$ cat config.mk
export PLATFORM = sky130hd
export DESIGN_NAME = rsc_ctrl
export DESIGN_NICKNAME = d
export VERILOG_FILES = /design/src/verilog/rsc_pkg.sv /design/src/verilog/rsc_pins_if.sv /design/src/verilog/rsc_ctrl.sv /design/src/verilog/rsc_sync.sv
export SDC_FILE = /design/constraint.sdc
export NUM_CORES = 1
export LEC_CHECK = 0
export BUFFER_PORTS_ARGS = -buffer_cell sky130_fd_sc_hd__buf_2
export CORE_ASPECT_RATIO = 0.8
export CORE_MARGIN = 2
export CORE_UTILIZATION = 56
export DETAILED_ROUTE_END_ITERATION = 10
export PLACE_DENSITY_LB_ADDON = 0.08
export SETUP_SLACK_MARGIN = 0.4
export SYNTH_ARGS = -nofsm -noshare
export SYNTH_HDL_FRONTEND = slang
export SYNTH_SLANG_ARGS = --single-unit
$ cat constraint.sdc
create_clock -name mclk -period 2.4 [get_ports mclk]
set_input_delay 0.48 -clock mclk [delete_from_list [all_inputs] [get_ports mclk]]
set_output_delay 0.48 -clock mclk [all_outputs]
set_load 0.1 [all_outputs]
$ cat src/verilog/rsc_pkg.sv
// reset source controller: shared constants, source bit map, states
// assumes mclk is the reference clock, so reference cycles equal mclk cycles
package rsc_pkg;
  // hard hold after a request or power-on release, soft-only flow length
  localparam logic [5:0]  HARD_HOLD_CYC = 6'h20;
  localparam logic [5:0]  SOFT_HOLD_CYC = 6'h10;
  // soft release trails hard release, in reference clock cycles
  localparam int          SOFT_TAIL_REF = 16;
  localparam int          REF_PER_MCLK  = 1;
  localparam logic [5:0]  SOFT_TAIL_CYC = 6'(SOFT_TAIL_REF * REF_PER_MCLK);
  // pins are ignored while our own release ripples through the syncs
  localparam logic [2:0]  PIN_BLANK_CYC = 3'h4;
  // status bit positions, one per reset source
  localparam int          SRC_POR       = 0;
  localparam int          SRC_HARD_PIN  = 1;
  localparam int          SRC_SOFT_PIN  = 2;
  localparam int          SRC_JTAG      = 3;
  localparam int          SRC_WDOG      = 4;
  localparam int          SRC_SLINK     = 5;
  localparam int          SRC_SW_HARD   = 6;
  localparam int          SRC_SW_SOFT   = 7;
  // values after reset
  localparam logic [7:0]  STATUS_RST    = 8'h00;
  localparam logic [2:0]  CFG_SRC_RST   = 3'h0;
  localparam logic [16:0] CFG_WORD_RST  = 17'h00000;
  // sync chain {cfg bus, cfg source, soft, hard, por}: por low, pins high
  localparam logic [22:0] SYNC_RST      = 23'h000006;

  typedef enum logic [2:0] {
    ST_IDLE, ST_POR, ST_HARD, ST_TAIL, ST_SOFT
  } rsc_state_t;
endpackage

$ cat src/verilog/rsc_pins_if.sv
// synchronised pin levels passed from the input syncs to the sequencer
// assumes both ends run on mclk
`timescale 1ns/100ps
interface rsc_pins_if;
  logic        por_n;
  logic        hard_n;
  logic        soft_n;
  logic [2:0]  cfg_src;
  logic [16:0] cfg_bus;
  modport sync (output por_n, hard_n, soft_n, cfg_src, cfg_bus);
  modport core (input por_n, hard_n, soft_n, cfg_src, cfg_bus);
endinterface

$ cat src/verilog/rsc_ctrl.sv
// reset source controller: arbitrates reset requests, runs por/hard/soft
// assumes the board pulls both reset pins up and resolves the enables;
// software and internal requests arrive as mclk-synchronous levels
`timescale 1ns/100ps
module rsc_ctrl
  import rsc_pkg::*;
(
  // clock and control
  input  wire logic        mclk,
  input  wire logic        reset,
  input  wire logic        clk_en,
  // power-on reset pin
  input  wire logic        power_on_reset_n,
  // open-drain hard reset pin
  input  wire logic        hard_reset_n_i,
  output logic             hard_reset_n_o,
  output logic             hard_reset_n_oe_n,
  // open-drain soft reset pin
  input  wire logic        soft_reset_n_i,
  output logic             soft_reset_n_o,
  output logic             soft_reset_n_oe_n,
  // configuration pins
  input  wire logic [2:0]  config_source_select,
  input  wire logic [16:0] reset_config_bus,
  // internal requests
  input  wire logic        jtag_host_reset,
  input  wire logic        wdog_enable,
  input  wire logic        wdog_zero,
  input  wire logic        slink_hard_req,
  input  wire logic        sw_hard_req,
  input  wire logic        sw_soft_req,
  // reset outputs and captured state
  output logic             core_reset,
  output logic             pll_reset,
  output logic             wdog_reset_event,
  output logic [7:0]       reset_status,
  output logic [2:0]       config_source,
  output logic [16:0]      reset_config_word,
  output logic             config_valid
);
  typedef struct packed {
    rsc_state_t  st;
    logic [5:0]  cnt;
    logic [2:0]  blank;
    logic        hard_oe_n;
    logic        soft_oe_n;
    logic        pin_lvl;
    logic        core_rst;
    logic        pll_rst;
    logic        wdog_evt;
    logic [7:0]  status;
    logic [2:0]  cfg_src;
    logic [16:0] cfg_word;
    logic        cfg_valid;
  } rsc_ctrl_t;

  rsc_ctrl_t  q, d;
  rsc_pins_if pins ();
  logic [7:0] hard_v;
  logic [7:0] soft_v;
  logic       hard_ok;
  logic       drive_none;

  rsc_sync u_sync (
    .mclk        (mclk),
    .reset       (reset),
    .clk_en      (clk_en),
    .por_n_pin   (power_on_reset_n),
    .hard_n_pin  (hard_reset_n_i),
    .soft_n_pin  (soft_reset_n_i),
    .cfg_src_pin (config_source_select),
    .cfg_bus_pin (reset_config_bus),
    .pins        (pins)
  );

  // our own drive reads back low, so pins count only outside that window
  always_comb begin
    drive_none = q.hard_oe_n && q.soft_oe_n && (q.blank == 3'h0);
    hard_ok    = ((q.st == ST_IDLE) && (q.blank == 3'h0)) ||
                 (q.st == ST_SOFT) ||
                 ((q.st == ST_TAIL) &&
                  (q.cnt < 6'(SOFT_TAIL_CYC - 6'(PIN_BLANK_CYC))));
    hard_v               = 8'h00;
    hard_v[SRC_HARD_PIN] = hard_ok && !pins.hard_n;
    hard_v[SRC_WDOG]     = wdog_enable && wdog_zero;
    hard_v[SRC_SLINK]    = slink_hard_req;
    hard_v[SRC_SW_HARD]  = sw_hard_req;
    soft_v               = 8'h00;
    soft_v[SRC_SOFT_PIN] = (q.st == ST_IDLE) && drive_none &&
                           !pins.soft_n;
    soft_v[SRC_JTAG]     = jtag_host_reset;
    soft_v[SRC_SW_SOFT]  = sw_soft_req;
  end

  // sequencer; por overrides everything, hard beats soft
  always_comb begin
    d          = q;
    d.wdog_evt = 1'b0;
    case (q.st)
      ST_POR: begin
        if (pins.por_n) begin
          d.st        = ST_HARD;
          d.cnt       = HARD_HOLD_CYC - 6'h01;
          d.cfg_valid = 1'b1;
        end
      end
      ST_IDLE: begin
        if (q.blank != 3'h0) begin
          d.blank = q.blank - 3'h1;
        end
        if (|hard_v) begin
          d.st       = ST_HARD;
          d.cnt      = HARD_HOLD_CYC - 6'h01;
          d.status   = hard_v;
          d.wdog_evt = hard_v[SRC_WDOG];
        end else if (|soft_v) begin
          d.st     = ST_SOFT;
          d.cnt    = SOFT_HOLD_CYC - 6'h01;
          d.status = soft_v;
        end
      end
      ST_HARD: begin
        if (q.cnt == 6'h00) begin
          d.st  = ST_TAIL;
          d.cnt = SOFT_TAIL_CYC - 6'h01;
        end else begin
          d.cnt = q.cnt - 6'h01;
        end
      end
      ST_TAIL, ST_SOFT: begin
        if (|hard_v) begin
          d.st       = ST_HARD;
          d.cnt      = HARD_HOLD_CYC - 6'h01;
          d.status   = hard_v;
          d.wdog_evt = hard_v[SRC_WDOG];
        end else if (q.cnt == 6'h00) begin
          d.st    = ST_IDLE;
          d.blank = PIN_BLANK_CYC;
        end else begin
          d.cnt = q.cnt - 6'h01;
        end
      end
      default: begin
        d.st = ST_IDLE;
      end
    endcase
    // config is sampled only while por is held, never by hard flows
    if (!pins.por_n) begin
      d.st       = ST_POR;
      d.wdog_evt = 1'b0;
      d.cfg_src  = pins.cfg_src;
      d.cfg_word = pins.cfg_bus;
      // status names por while held, also right after a bench reset
      d.status          = STATUS_RST;
      d.status[SRC_POR] = 1'b1;
    end
    // outputs follow the next state so they leave flip-flops
    d.hard_oe_n = !((d.st == ST_POR) || (d.st == ST_HARD));
    d.soft_oe_n = (d.st == ST_IDLE);
    d.core_rst  = (d.st != ST_IDLE);
    d.pll_rst   = (d.st == ST_POR);
    d.pin_lvl   = 1'b0;
  end

  // reset lands in the por flow so a full sequence always follows
  always_ff @(posedge mclk) begin
    if (reset) begin
      q <= '{st: ST_POR, cnt: 6'h00, blank: 3'h0, hard_oe_n: 1'b0,
             soft_oe_n: 1'b0, pin_lvl: 1'b0, core_rst: 1'b1,
             pll_rst: 1'b1, wdog_evt: 1'b0, status: STATUS_RST,
             cfg_src: CFG_SRC_RST, cfg_word: CFG_WORD_RST,
             cfg_valid: 1'b0};
    end else if (clk_en) begin
      q <= d;
    end
  end

  assign hard_reset_n_o    = q.pin_lvl;
  assign hard_reset_n_oe_n = q.hard_oe_n;
  assign soft_reset_n_o    = q.pin_lvl;
  assign soft_reset_n_oe_n = q.soft_oe_n;
  assign core_reset        = q.core_rst;
  assign pll_reset         = q.pll_rst;
  assign wdog_reset_event  = q.wdog_evt;
  assign reset_status      = q.status;
  assign config_source     = q.cfg_src;
  assign reset_config_word = q.cfg_word;
  assign config_valid      = q.cfg_valid;
endmodule // rsc_ctrl

$ cat src/verilog/rsc_sync.sv
// two-flop synchronisers for every pin that reaches the sequencer
// assumes pins are asynchronous to mclk; config pins are static during por
`timescale 1ns/100ps
module rsc_sync
  import rsc_pkg::*;
(
  // clock and control
  input  wire logic        mclk,
  input  wire logic        reset,
  input  wire logic        clk_en,
  // raw pin levels
  input  wire logic        por_n_pin,
  input  wire logic        hard_n_pin,
  input  wire logic        soft_n_pin,
  input  wire logic [2:0]  cfg_src_pin,
  input  wire logic [16:0] cfg_bus_pin,
  // synchronised levels
  rsc_pins_if.sync         pins
);
  typedef struct packed {
    logic [22:0] s1;
    logic [22:0] s2;
  } rsc_sync_t;

  rsc_sync_t q, d;

  // stage one feeds stage two only
  always_comb begin
    d    = q;
    d.s1 = {cfg_bus_pin, cfg_src_pin, soft_n_pin, hard_n_pin, por_n_pin};
    d.s2 = q.s1;
  end

  always_ff @(posedge mclk) begin
    if (reset) begin
      q <= '{s1: SYNC_RST, s2: SYNC_RST};
    end else if (clk_en) begin
      q <= d;
    end
  end

  assign pins.por_n   = q.s2[0];
  assign pins.hard_n  = q.s2[1];
  assign pins.soft_n  = q.s2[2];
  assign pins.cfg_src = q.s2[5:3];
  assign pins.cfg_bus = q.s2[22:6];
endmodule // rsc_sync
[Word-level counts from Yosys, hierarchy flattened]
Index checks and enable logic that the tools add are counted.
Storage, ports and cells
  word-level logic and storage cells: 84
  bits in registers: 92
Operators by class
  reduce and logical (&&, ||, !) cells: 30
  order comparisons: 1
  muxes and demuxes: 21
  bitwise operators: 1
  equal/unequal tests: 15
  add/subtract/negate cells: 2
Operators with widths (number)
  9-bit 2-to-1 mux: 5
  29-bit 2-to-1 mux: 1
  6-bit one-hot mux with 4 select lines: 1
  3-bit 2-to-1 mux: 6
  9-bit one-hot mux with 2 select lines: 1
  8-bit 2-to-1 mux: 2
  6-bit 2-to-1 mux: 2
  3-bit one-hot mux with 4 select lines: 1
  5-bit AND reduction: 2
  3-bit by 2-bit == test with 1-bit output (second input constant): 3
  3-bit zero test: 3
  3-bit != test (second input constant): 3
  1-bit logical AND: 8
  3-bit by 1-bit == test with 1-bit output (second input constant): 2
  6-bit zero test: 1
  6-bit by 4-bit < comparator with 1-bit output (second input constant): 1
  3-bit one-hot mux with 2 select lines: 1
  3-bit nonzero test: 2
  6-bit by 1-bit subtractor with 6-bit output (second input constant): 1
  2-bit by 1-bit != test with 1-bit output (second input constant): 2
  2-bit != test (second input constant): 2
  4-bit != test (second input constant): 1
  4-bit AND reduction: 1
  4-bit nonzero test: 1
  13 further kinds: 17

[Longest topological paths before layout]
  depth after elaboration: 12
  mapped depth: 8

[Hierarchy]
From an unflattened synthesis, not the netlist that was laid out.
Unflattened totals
  cells, all modules: 480
  area, all modules: 4335.4 um^2
Modules (own cells, without submodules)
  rsc_ctrl: cells an instance 332, times used 1, area an instance 2652.5 um^2
  rsc_sync: cells an instance 148, times used 1, area an instance 1682.9 um^2

[Worst setup path after synthesis]
OpenSTA, ideal clock, no wires.
  path kind: reg-to-reg
  from: reg q (netlist bit soft_reset_n_oe_n)
  to: reg q[43] (netlist bit)
  data arrival time: 2.093 ns
  cell stages (with the launch flop): 7
  data required time: 2.267 ns
  library setup time: 0.133 ns
  setup slack: 0.174 ns
  path buffers: 0
  period minus slack after synthesis: 2.226 ns
  cells stage by stage: dfxtp_1 -> nand4b_1 -> or2_2 -> a21oi_1 -> o221a_2 -> nand2b_4 -> a31oi_1
Between the ends
  longest elaborated chain between the ends: 7
RTL lines
  start, declared: RTL line rsc_ctrl.sv:57  | rsc_ctrl_t q, d;
  start signal, assigned: RTL line rsc_ctrl.sv:168  | q <= '{st: ST_POR, cnt: 6'h00, blank: 3'h0, hard_oe_n: 1'b0,
  1-bit logical AND (2 in a row): RTL line rsc_ctrl.sv:78  | drive_none = q.hard_oe_n && q.soft_oe_n && (q.blank == 3'h0);
  1-bit logical AND (2 in a row): RTL line rsc_ctrl.sv:89  | soft_v[SRC_SOFT_PIN] = (q.st == ST_IDLE) && drive_none &&
  3-bit OR reduction: RTL line rsc_ctrl.sv:116  | end else if (|soft_v) begin
  3-bit by 1-bit != test with 1-bit output (no source line)
  5-bit AND reduction (no source line)
No other way between the ends.
A chain may end at the register's enable or synchronous reset.

[Final worst setup path]
  from: reg q[39] (netlist bit)
  to: reg q (netlist bit core_reset)
Between the ends
  longest elaborated chain between the ends: 9
RTL lines
  6-bit by 4-bit < comparator with 1-bit output: RTL line rsc_ctrl.sv:82  | (q.cnt < 6'(SOFT_TAIL_CYC - 6'(PIN_BLANK_CYC))));
  1-bit logical AND: RTL line rsc_ctrl.sv:81  | ((q.st == ST_TAIL) &&
  1-bit logical OR: RTL line rsc_ctrl.sv:80  | (q.st == ST_SOFT) ||
  1-bit logical AND: RTL line rsc_ctrl.sv:84  | hard_v[SRC_HARD_PIN] = hard_ok && !pins.hard_n;
  4-bit OR reduction: RTL line rsc_ctrl.sv:111, rsc_ctrl.sv:131
  9-bit 2-to-1 mux, on equally long branches: RTL line rsc_ctrl.sv:131, rsc_ctrl.sv:111
  3-bit one-hot mux with 4 select lines (*): RTL line rsc_ctrl.sv:99  | case (q.st)
  3-bit 2-to-1 mux (*): RTL line rsc_ctrl.sv:148  | if (!pins.por_n) begin
  3-bit nonzero test (*): RTL line rsc_ctrl.sv:160  | d.core_rst = (d.st != ST_IDLE);
Mark *: on every way between the ends. The rest lies on a longest branch, timed or not.

==> out/results.ini <==
[timing]
rsz0062_at_grt=yes
worst_pin_slew_ns=0.714
drv_slew=0
whs_ns=0.313
clock-skew-final_ns=0.0139
period_minus_slack_ns=2.08
setup_viol_count_final=0
timing.final.crit_share_pct=86.7
relSlewSlack_pct=52.4
finalHoldViolations=0
fin_tns_setup_ns=0
fmax_ghz=0.481

[routing]
viasPerCell=5.62
drt_iter0_drc=244
drtAntennaViolNets=0
drcViolationCount=0
vias=3371
wl_per_cell_um=15.6
routed_wl_um=9350
drt_pass1_iterations=4

[layout]
layout-drive-gt1-share_pct=31.0
fin_area_sq_mm=0.00487
layout_common_cells=dfxtp_1, buf_2, nor2_1, nand2_1, mux2i_1
area_growth_pct=18.9
final_common_cell=dfxtp_1
nets=544
antenna_cells=0

[power]
power_frac_comb_pct=13.7
p_clk_share_pct=38.7
swShare_pct=26.7
seqPwrFrac_pct=47.6
power_density_mw_per_mm2=696
irDropWorstVdd_uv=416
switchingPower_mw=0.904
p_int_mw=2.48
p_leak_nw=2.10

[place]
gp_congestion=0.916
place_hpwl_um=6210
io_buffers=65
placed_cell_area_sq_mm=0.00435

[die]
die_area_sq_mm=0.00801
initial_core_util_pct=58.5
die_h_um=80.5
num_rows=27
core-area_sq_mm=0.00699
die_width_um=99.6
io_pins=68

[yosys]
synthFlopType=dfxtp_1
syn_avg_cell_area_sq_um=8.90
netlist_instances=460
ys_async_sr_fraction_pct=0
synth_edf_count=0
mappedNetlistArea_sq_mm=0.00409
ys_warn_count=0
synth-seq-area-share_pct=45.0
synth_cell_type_count=62
ys_ff_latch=92

[clock_tree]
cts-buffers-inserted=9
clk-insertion-delay-late_ns=0.38
cts_tree=done
clock_path_buffers=2
cts.clk_slew.worst_paths_ns=0.10
htreeDepth=3
cts.sinks=92
cts_root_buf=clkbuf_8

[worst_setup_path]
crit_type=reg2reg
required_ns=2.67
end_kind=flip-flop
cp_data_arrival_time_ns=2.35
startpoint_type=flip-flop
cp_max_fo=3
reg2reg_depth=9

[grt]
overflow=0
grt_pass1_wl_um=15100
antenna_found_initial=0
grt_pass1_vias=3055
grt_max_degree=73
grtUsageTotal_pct=24.1

[min_path]
hp-class=in2reg
hold_depth=3

[status]
outcome=finished clean

[job]
max_cap_violations=0

-- area by class of cell --
class                      count  area (sq um)
fill                         581          2130
inverter                       9          33.8
tap                           87           109
sequential                    92          1850
clock inverter                 6           116
multi-input combinational    302          2070
timing repair buffer          94           547
clock buffer                  10           138
-- worst paths after layout --
path                                                        start                           endpoint  slack [ns]
worst max register to register                 q[39]$_SDFFE_PP0P_            core_reset$_SDFFE_PP1P_        0.32
worst max-delay path                           q[39]$_SDFFE_PP0P_            core_reset$_SDFFE_PP1P_        0.32
worst min-delay path                               hard_reset_n_i           u_sync.d[1]$_SDFFE_PP1P_        0.31
worst min register to register  reset_config_word[8]$_SDFFE_PP0P_  reset_config_word[8]$_SDFFE_PP0P_        0.45
-- metal layers --
metal / GRT usage (%) / wire (um) / vias to the layer above
met5: 0 / 0 / -
met4: 7.40 / 117 / 0
met3: 5.83 / 678 / 14
met2: 38.1 / 4270 / 127
met1: 32.7 / 4280 / 1583
li1: - / - / 1647
-- sequential cells by signal, indices dropped and copies added, names as in the netlist, 3 cells and up --
signal and count:
config_source 3, q 12, reset_config_word 17, reset_status 8
u_sync.d 23, u_sync.pins.cfg_bus 17, u_sync.pins.cfg_src 3
-- Yosys cell counts (4+ instances only) --
cell / instances / area (sq um)
mux2i_1: 47 / 470
o21ai_0: 8 / 40.0
nand2_1: 57 / 214
a21oi_1: 35 / 175
inv_1: 9 / 33.8
buf_4: 31 / 233
o21ai_1: 5 / 25.0
a22o_1: 6 / 52.6
clkbuf_1: 18 / 67.6
nand3_1: 5 / 25.0
nor2_1: 62 / 233
ha_1: 4 / 50.1
dfxtp_1: 92 / 1840
buf_1: 7 / 26.3
nor3_1: 8 / 40.0
-- cell families (layout without fill, tap and decap cells) --
| group | count (synthesis) | in the layout | synth area share, % |
|---|---|---|---|
| AO/OA/AOI/OAI | 87 | 87 | 14.4 |
| multiplexers | 48 | 48 | 11.8 |
| AND/OR/NAND/NOR | 158 | 158 | 17.7 |
| other | 1 | 2 | 0.0916 |
| adder cells (fa/ha/maj) | 4 | 4 | 1.22 |
| XOR/XNOR | 3 | 3 | 0.642 |
| flip-flops | 92 | 92 | 45.0 |
| buffers and inverters | 67 | 119 | 9.20 |
-- repair_timing --
item	in CTS	in global routing
buffers inserted	7	5
pin swaps	1	12
hold buffers	0	0
setup endpoints to repair	18	21
resized for setup	15	26
-- power groups by stage --
stage	clock [mW]	combinational [mW]	sequential (mW)
2_1_floorplan	0	0.300	1.65
3_3_place_gp	0	0.397	1.64
3_5_place_dp	0	0.404	1.65
4_1_cts	1.32	0.422	1.61
5_1_grt	1.39	0.499	1.62
6_report	1.31	0.464	1.61
-- metrics by stage --
step,setup slack [ns],power [mW],instances,utilization (%)
floorplan,0.406,1.95,461,-
global placement,0.268,2.04,572,62.2
detailed placement,0.191,2.05,572,62.2
CTS,0.343,3.36,595,67.5
global route,0.258,3.51,600,69.6
finish,0.320,3.39,600,69.6
-- worst max-delay path: stages, from the launching register on --
cell and delay (ns):
dfxtp_2 0.34, inv_2 0.08, ha_4 0.11, or3b_4 0.41, nor3_4 0.22, buf_6 0.14, a22oi_2 0.07, and3_4 0.19
a2111oi_4 0.34, nor2_1 0.06
Power figures use the tool's default switching activity.
